File: src/logic/ata_port_pkg.sv
// shared constants and carrier types for the ata task file host port
package ata_port_pkg;
    localparam int DATA_W = 16;
    localparam int ADDR_W = 3;
    // strobe timing, in ns as printed by our own choice, and cycles at 250 MHz
    localparam int CLK_PERIOD_NS = 4;
    localparam int SETUP_NS = 30;
    localparam int STROBE_NS = 120;
    localparam int RECOVER_NS = 60;
    localparam int SETUP_CYC = (SETUP_NS + CLK_PERIOD_NS - 1) / CLK_PERIOD_NS;
    localparam int STROBE_CYC = (STROBE_NS + CLK_PERIOD_NS - 1) / CLK_PERIOD_NS;
    localparam int RECOVER_CYC = (RECOVER_NS + CLK_PERIOD_NS - 1) / CLK_PERIOD_NS;
    localparam int CNT_W = 8;
    // reset values of the select and strobe pin outputs (all negated)
    localparam logic SEL_IDLE = 1'b1;
    localparam logic STROBE_IDLE = 1'b1;

    typedef enum {
        PH_IDLE,
        PH_SETUP,
        PH_STROBE,
        PH_WAIT_READY,
        PH_RECOVER
    } phase_t;

    // one access request from the controller side
    typedef struct packed {
        logic write;
        logic wide;
        logic altSelect;
        logic [ADDR_W-1:0] regAddr;
        logic [DATA_W-1:0] wdata;
    } access_req_t;

    // pins driven toward the card
    typedef struct packed {
        logic cardSelectTaskfile_n;
        logic cardSelectAlt_n;
        logic [ADDR_W-1:0] regAddr;
        logic cardReadStrobe_n;
        logic cardWriteStrobe_n;
        logic cardHwReset_n;
    } card_ctl_t;
endpackage : ata_port_pkg

File: src/logic/ata_task_file_host_port.sv
// parallel host port that drives an ata card in direct ata mode
`timescale 1ns/1ps
module ata_task_file_host_port
    import ata_port_pkg::*;
#(
    parameter int SETUP_CYCLES = SETUP_CYC,
    parameter int STROBE_CYCLES = STROBE_CYC,
    parameter int RECOVER_CYCLES = RECOVER_CYC
) (
    input wire logic clk,
    input wire logic reset,
    input wire logic reqValid,
    input wire access_req_t req,
    output logic reqReady,
    output logic doneValid,
    output logic [DATA_W-1:0] rdata,
    input wire logic cardResetReq,
    output logic intrPending,
    output logic cardPresent,
    output card_ctl_t cardCtl,
    input wire logic [DATA_W-1:0] cardDataIn,
    output logic [DATA_W-1:0] cardDataOut,
    output logic [DATA_W-1:0] cardDataOe,
    input wire logic cardIntrReq,
    input wire logic cardIoReady,
    input wire logic cardDetectA_n,
    input wire logic cardDetectB_n
);
    // counters hold cycles minus one, so a count of zero ends each phase
    localparam logic [CNT_W-1:0] SETUP_LOAD = CNT_W'(SETUP_CYCLES - 1);
    localparam logic [CNT_W-1:0] STROBE_LOAD = CNT_W'(STROBE_CYCLES - 1);
    localparam logic [CNT_W-1:0] RECOVER_LOAD = CNT_W'(RECOVER_CYCLES - 1);

    logic [3:0] pinsSync;
    logic ioReady;
    phase_t phase;
    logic [CNT_W-1:0] count;
    access_req_t cur;
    logic [DATA_W-1:0] dataSync;
    logic taking;
    logic strobeStart;
    logic strobeEnd;
    logic accessEnd;

    // pins from the card are asynchronous, so all pass two flops; reset
    // values follow the pull-ups and pull-downs on those pins
    pin_sync #(
        .WIDTH(4),
        .INIT(4'h7)
    ) u_sync (
        .clk(clk),
        .reset(reset),
        .din({cardIntrReq, cardIoReady, cardDetectB_n, cardDetectA_n}),
        .dout(pinsSync)
    );
    assign ioReady = pinsSync[2];
    // io ready lags two cycles, so the card must pull it low early in the strobe

    // the card holds the bus steady long before the strobe ends, so a per-bit
    // synchroniser cannot tear the word; the cost is two cycles of latency
    pin_sync #(
        .WIDTH(DATA_W),
        .INIT('0)
    ) u_data_sync (
        .clk(clk),
        .reset(reset),
        .din(cardDataIn),
        .dout(dataSync)
    );

    // one name per event keeps sequencer, pins and data bus in step
    assign taking = (phase == PH_IDLE) && reqValid;
    assign strobeStart = (phase == PH_SETUP) && (count == '0);
    assign strobeEnd = ((phase == PH_STROBE) && (count == '0) && ioReady)
                       || ((phase == PH_WAIT_READY) && ioReady);
    assign accessEnd = (phase == PH_RECOVER) && (count == '0);

    // status outputs from the synchronised pins
    always_ff @(posedge clk) begin
        if (reset) begin
            intrPending <= 1'b0;
            cardPresent <= 1'b0;
        end else begin
            intrPending <= pinsSync[3];
            // a half-seated card grounds only one detect and stays absent
            cardPresent <= ~pinsSync[0] & ~pinsSync[1];
        end
    end

    // access sequencer
    // one access at a time; reqValid outside idle is ignored, not queued
    always_ff @(posedge clk) begin
        if (reset) begin
            phase <= PH_IDLE;
            count <= '0;
            cur <= '0;
        end else begin
            case (phase)
                PH_IDLE: begin
                    if (reqValid) begin
                        cur <= req;
                        count <= SETUP_LOAD;
                        phase <= PH_SETUP;
                    end
                end
                PH_SETUP: begin
                    if (count == '0) begin
                        count <= STROBE_LOAD;
                        phase <= PH_STROBE;
                    end else begin
                        count <= count - 1'b1;
                    end
                end
                PH_STROBE: begin
                    if (count != '0) begin
                        count <= count - 1'b1;
                    end else if (ioReady) begin
                        count <= RECOVER_LOAD;
                        phase <= PH_RECOVER;
                    end else begin
                        phase <= PH_WAIT_READY;
                    end
                end
                PH_WAIT_READY: begin
                    // no time limit: a card that never raises io ready stalls the port
                    if (ioReady) begin
                        count <= RECOVER_LOAD;
                        phase <= PH_RECOVER;
                    end
                end
                PH_RECOVER: begin
                    // selects and write data stay put here as hold time
                    if (count == '0) begin
                        phase <= PH_IDLE;
                    end else begin
                        count <= count - 1'b1;
                    end
                end
                default: phase <= PH_IDLE;
            endcase
        end
    end

    // pin outputs; selects and address load from req only on the taking edge, so they
    // cannot move while a strobe is low
    always_ff @(posedge clk) begin
        if (reset) begin
            cardCtl.cardSelectTaskfile_n <= SEL_IDLE;
            cardCtl.cardSelectAlt_n <= SEL_IDLE;
            cardCtl.regAddr <= '0;
            cardCtl.cardReadStrobe_n <= STROBE_IDLE;
            cardCtl.cardWriteStrobe_n <= STROBE_IDLE;
            // the card is held in reset with the port, so it starts clean
            cardCtl.cardHwReset_n <= 1'b0;
        end else begin
            cardCtl.cardHwReset_n <= ~cardResetReq;
            if (taking) begin
                cardCtl.cardSelectTaskfile_n <= req.altSelect;
                cardCtl.cardSelectAlt_n <= ~req.altSelect;
                cardCtl.regAddr <= req.regAddr;
            end else if (accessEnd) begin
                cardCtl.cardSelectTaskfile_n <= SEL_IDLE;
                cardCtl.cardSelectAlt_n <= SEL_IDLE;
            end
            // only one strobe can be low, chosen by a single write bit
            if (strobeStart) begin
                cardCtl.cardReadStrobe_n <= cur.write;
                cardCtl.cardWriteStrobe_n <= ~cur.write;
            end else if (strobeEnd) begin
                cardCtl.cardReadStrobe_n <= STROBE_IDLE;
                cardCtl.cardWriteStrobe_n <= STROBE_IDLE;
            end
        end
    end

    // data bus drive and capture
    always_ff @(posedge clk) begin
        if (reset) begin
            cardDataOut <= '0;
            cardDataOe <= '0;
            rdata <= '0;
        end else begin
            if (strobeStart && cur.write) begin
                cardDataOut <= cur.wide ? cur.wdata : {8'h00, cur.wdata[7:0]};
                cardDataOe <= cur.wide ? 16'hffff : 16'h00ff;
            end else if (phase == PH_IDLE) begin
                cardDataOe <= '0;
            end
            // read data sampled at the edge that raises the strobe
            if (!cur.write && strobeEnd) begin
                rdata <= cur.wide ? dataSync : {8'h00, dataSync[7:0]};
            end
        end
    end

    always_ff @(posedge clk) begin
        if (reset) begin
            reqReady <= 1'b0;
            doneValid <= 1'b0;
        end else begin
            // informational only: it drops on the edge that sees a request
            reqReady <= (phase == PH_IDLE) && !reqValid;
            doneValid <= accessEnd;
        end
    end
endmodule : ata_task_file_host_port

File: src/logic/pin_sync.sv
// two-flop synchroniser for a group of pin inputs
`timescale 1ns/1ps
module pin_sync #(
    parameter int WIDTH = 1,
    parameter logic [WIDTH-1:0] INIT = '0
) (
    input wire logic clk,
    input wire logic reset,
    input wire logic [WIDTH-1:0] din,
    output logic [WIDTH-1:0] dout
);
    logic [WIDTH-1:0] stage;

    // first stage feeds only the second one
    always_ff @(posedge clk) begin
        if (reset) begin
            stage <= INIT;
            dout <= INIT;
        end else begin
            stage <= din;
            dout <= stage;
        end
    end
endmodule : pin_sync
File: config.mk
export PLATFORM = sky130hd
export DESIGN_NAME = ata_task_file_host_port
export DESIGN_NICKNAME = d
export VERILOG_FILES = /design/src/logic/ata_port_pkg.sv /design/src/logic/ata_task_file_host_port.sv /design/src/logic/pin_sync.sv
export SDC_FILE = /design/constraint.sdc
export NUM_CORES = 1
export LEC_CHECK = 0
export BUFFER_PORTS_ARGS = -buffer_cell sky130_fd_sc_hd__buf_2
export CELL_PAD_IN_SITES_DETAIL_PLACEMENT = 0
export CELL_PAD_IN_SITES_GLOBAL_PLACEMENT = 1
export CORE_MARGIN = 3
export CORE_UTILIZATION = 39
export CTS_CLUSTER_SIZE = 16
export DETAILED_ROUTE_END_ITERATION = 6
export GPL_ROUTABILITY_DRIVEN = 1
export PLACE_DENSITY_LB_ADDON = 0.1
export SLEW_MARGIN = 10
export SYNTH_ARGS = -nofsm -noshare
export SYNTH_HDL_FRONTEND = slang
export SYNTH_HIERARCHICAL = 1
export SYNTH_SLANG_ARGS = --single-unit
export TNS_END_PERCENT = 10
File: constraint.sdc
create_clock -name clk -period 2.25 [get_ports clk]
set_input_delay 0.3375 -clock clk [delete_from_list [all_inputs] [get_ports clk]]
set_output_delay 0.3375 -clock clk [all_outputs]
set_load 0.05 [all_outputs]
==> metrics <==
Area growth syn-to-layout=27.67%; Remaining DRCs=0; Mapped Nets=542; most frequent cells in the layout=dfxtp_1, nand2_1, buf_2, a21oi_1, nor2b_1; commonest non-fill, non-tap cell in the layout=dfxtp_1; final core occ=52.50%; largest net degree at the start of global routing=71; switching share of power=32.67%; Clock Root Buffer=clkbuf_8; Sink Count=115; Sequential Power Share=35.9%; final setup vio count=0; Worst Tran Pin Value=809.3 ps; R2R Path End=count[0]$_SDFFE_PP0P_; WP data arrival=2520 ps; period utilisation layout=93.13%; dominant synthesized flop cell=dfxtp_1; setup slack, reg-to-reg=150 ps; Iter 0 DRT Violations=246; crit path to=count[0]$_SDFFE_PP0P_; layout net count=642; worst r2r src=count[1]$_SDFFE_PP0P_; DRT antenna net count=0; chip width=111.7 um; Max stage delay on crit path=700 ps; Hold WS=45.29 ps; IO buf count=105; Synth Register Bits=115; Required @ worst endpoint=2680 ps; GP Congestion=0.8582; H-tree levels=4; warnings from Yosys=6; post-synthesis cell count=494; share of cells above drive strength 1=27.23%; die area=12,480 sq um; Max FO, Critical Path=5; Slew HR=46.05%; Fmax=0.4772 GHz; Int Pwr=4.578 mW; Max Cap Viol=0; critical path cell sequence=inv_1 > ha_1 > or4b_2 > o211ai_1 > o31a_1 > a21oi_1 > o22ai_1; first-pass GRT wire length=16,890 um; distinct cell type count after synthesis=53; Comb power frac=25.9%; detailed-route via count=3,684; Min Clock Period, post-route=2095 ps; PwrDens=1222 nW/um^2; initial antenna violation count=0; CTS max path bufs=2; Die Span Y=111.7 um; Clock transition at path regs=60 ps; GRT overflow=0; VDD IR max=642.8 uV; vias per cell=4.965; synthesized area=4359 sq um; CP startpoint=count[1]$_SDFFE_PP0P_; Final Max Slew Viols=0; Net Switching=2.221 mW; # fillers=1,024; Hold Crit Class=in -> reg; WL/cell=13.75 um; outcome=finished, final reports clean; post-route setup TNS=0 ps; Mean Syn Cell Area=8.824 sq um; core box area=10,600 sq um; drt total wl=10,210 um; Starting Density=41.12%; setup bufs post-CTS=0; Top Ports=106; RSZ-0062 raised after global routing=false; hpwl dp=6783 um; Clk network pwr share=38.2%; ys async rst share=0%; clk_skew=4.864 ps; CP startpoint kind=flip-flop; register area share after synthesis=52.81%; Global Route Usage Sum=16.66%; Setup crit end kind=flip-flop; slowest stage cell, crit path=or4b_2; Final Hold Fails=0; FF-to-FF path depth=7; Antenna diodes=0; Site Rows=37; vias in the first global route=3,460; CTS tree=built; latest clock arrival within the worst-skew pair=500 ps; Num CTS Buffers=17; LEAKAGE=2.318 nW; WS Path Type=reg -> reg; number of synthesized flops with an enable pin=0; 1st-pass router iterations=4
## synth_stat cells, drive strengths merged, types with 2 or more instances
cell	number	area share, %
or4b	2	0.46
nor4	4	0.92
a21oi	67	7.8
or2	7	1.0
nand2	108	9.3
o21ai	8	0.92
dfxtp	115	53
nand3	23	2.6
nor3	9	1.3
and2	2	0.29
o22ai	2	0.29
o31a	2	0.40
nor2b	39	5.6
buf	30	5.3
xnor2	2	0.40
clkbuf	16	1.4
o211ai	4	0.69
or3	2	0.29
a31oi	5	0.72
o31ai	3	0.52
nor2	14	1.3
o2111ai	2	0.40
a211oi	2	0.34
and3	2	0.32
nand2b	3	0.43
inv	4	0.34
ha	2	0.57
## timing repair
item | 4_1_cts | 5_1_grt
hold endpoints to repair | 4 | 0
hold buffers | 4 | 0
endpoints found under the setup margin | 0 | 1
gates resized for setup | 0 | 2
## metal layers
| layer | GRT usage (%) | part of all wire, % | vias up |
|---|---|---|---|
| met2 | 25.86 | 47 | 131 |
| li1 | - | - | 1849 |
| met4 | 6.569 | 1.1 | 0 |
| met3 | 5.489 | 6.6 | 14 |
| met1 | 21.49 | 46 | 1690 |
| met5 | 0 | 0 | - |
## flip-flops by register name (all words and copies together), names as in the netlist, 2 cells and up
register and cells:
cur 18, cardDataOut 16, rdata 16, u_data_sync/dout 16, u_data_sync/stage 16, cardCtl 8, count 8, u_sync/dout 4
u_sync/stage 4, phase 3, cardDataOe 2
## kinds of logic (layout without fill, tap and decap cells)
kind of cell	Yosys count	after routing	synth area share, %
AO/OA/AOI/OAI	104	104	13.89
buffers and inverters	51	163	7.204
adder cells (fa/ha/maj)	2	2	0.5740
XOR/XNOR	3	3	0.6029
AND/OR/NAND/NOR	219	219	24.91
flip-flops	115	115	52.81
## final cells by class
class	instances	area (sq um)	area share, %
clock buffer	18	417.9	7.509
clock inverter	13	160.2	2.878
inverter	4	15.01	0.2698
multi-input combinational	328	1752	31.47
sequential	115	2302	41.37
tap	136	170.2	3.058
timing repair buffer	128	748.2	13.44
## worst max-delay path, delay by kind of cell, from the launching register on
kind                       cells  cell delay [ps]
and+or+nand+nor                1              700
DFF                            1              330
buffers and inverters          1              100
adders and majority gates      1              190
AOI/OAI and AO/OA              4              710
## per-stage QoR
step	std cells	power [mW]	cell area (sq um)	worst slack [ps]
after CTS	742	6.820	5557	152.4
final	742	6.799	5565	154.5
after detailed placement	707	4.191	4938	146.4
after global placement	707	4.180	4938	221.1
after floorplan	494	3.645	4359	200.0
after global routing	742	7.167	5565	17.06
## how the worst min path moves through the flow
stage                              startpoint                               to  slack [ps]  cells past startpoint
finish                          cardDataIn[6]  u_data_sync/stage[6]$_SDFF_PP0_          50                      2
global placement    u_sync/dout[0]$_SDFF_PP1_           cardPresent$_SDFF_PP0_         380                      1
CTS                             cardDataIn[2]  u_data_sync/stage[2]$_SDFF_PP0_          10                      2
floorplan           u_sync/dout[0]$_SDFF_PP1_           cardPresent$_SDFF_PP0_         370                      1
global route                    cardDataIn[6]  u_data_sync/stage[6]$_SDFF_PP0_          20                      2
detailed placement  u_sync/dout[0]$_SDFF_PP1_           cardPresent$_SDFF_PP0_         380                      1
## power groups by stage
stage,combinational [mW],clock [mW],sequential [mW]
after floorplan,1.16,0,2.49
after global placement,1.71,0,2.47
after detailed placement,1.71,0,2.48
after CTS,1.72,2.66,2.44
after global routing,1.94,2.76,2.47
final,1.76,2.60,2.44
Note: power is estimated with default switching activity, not from simulation.
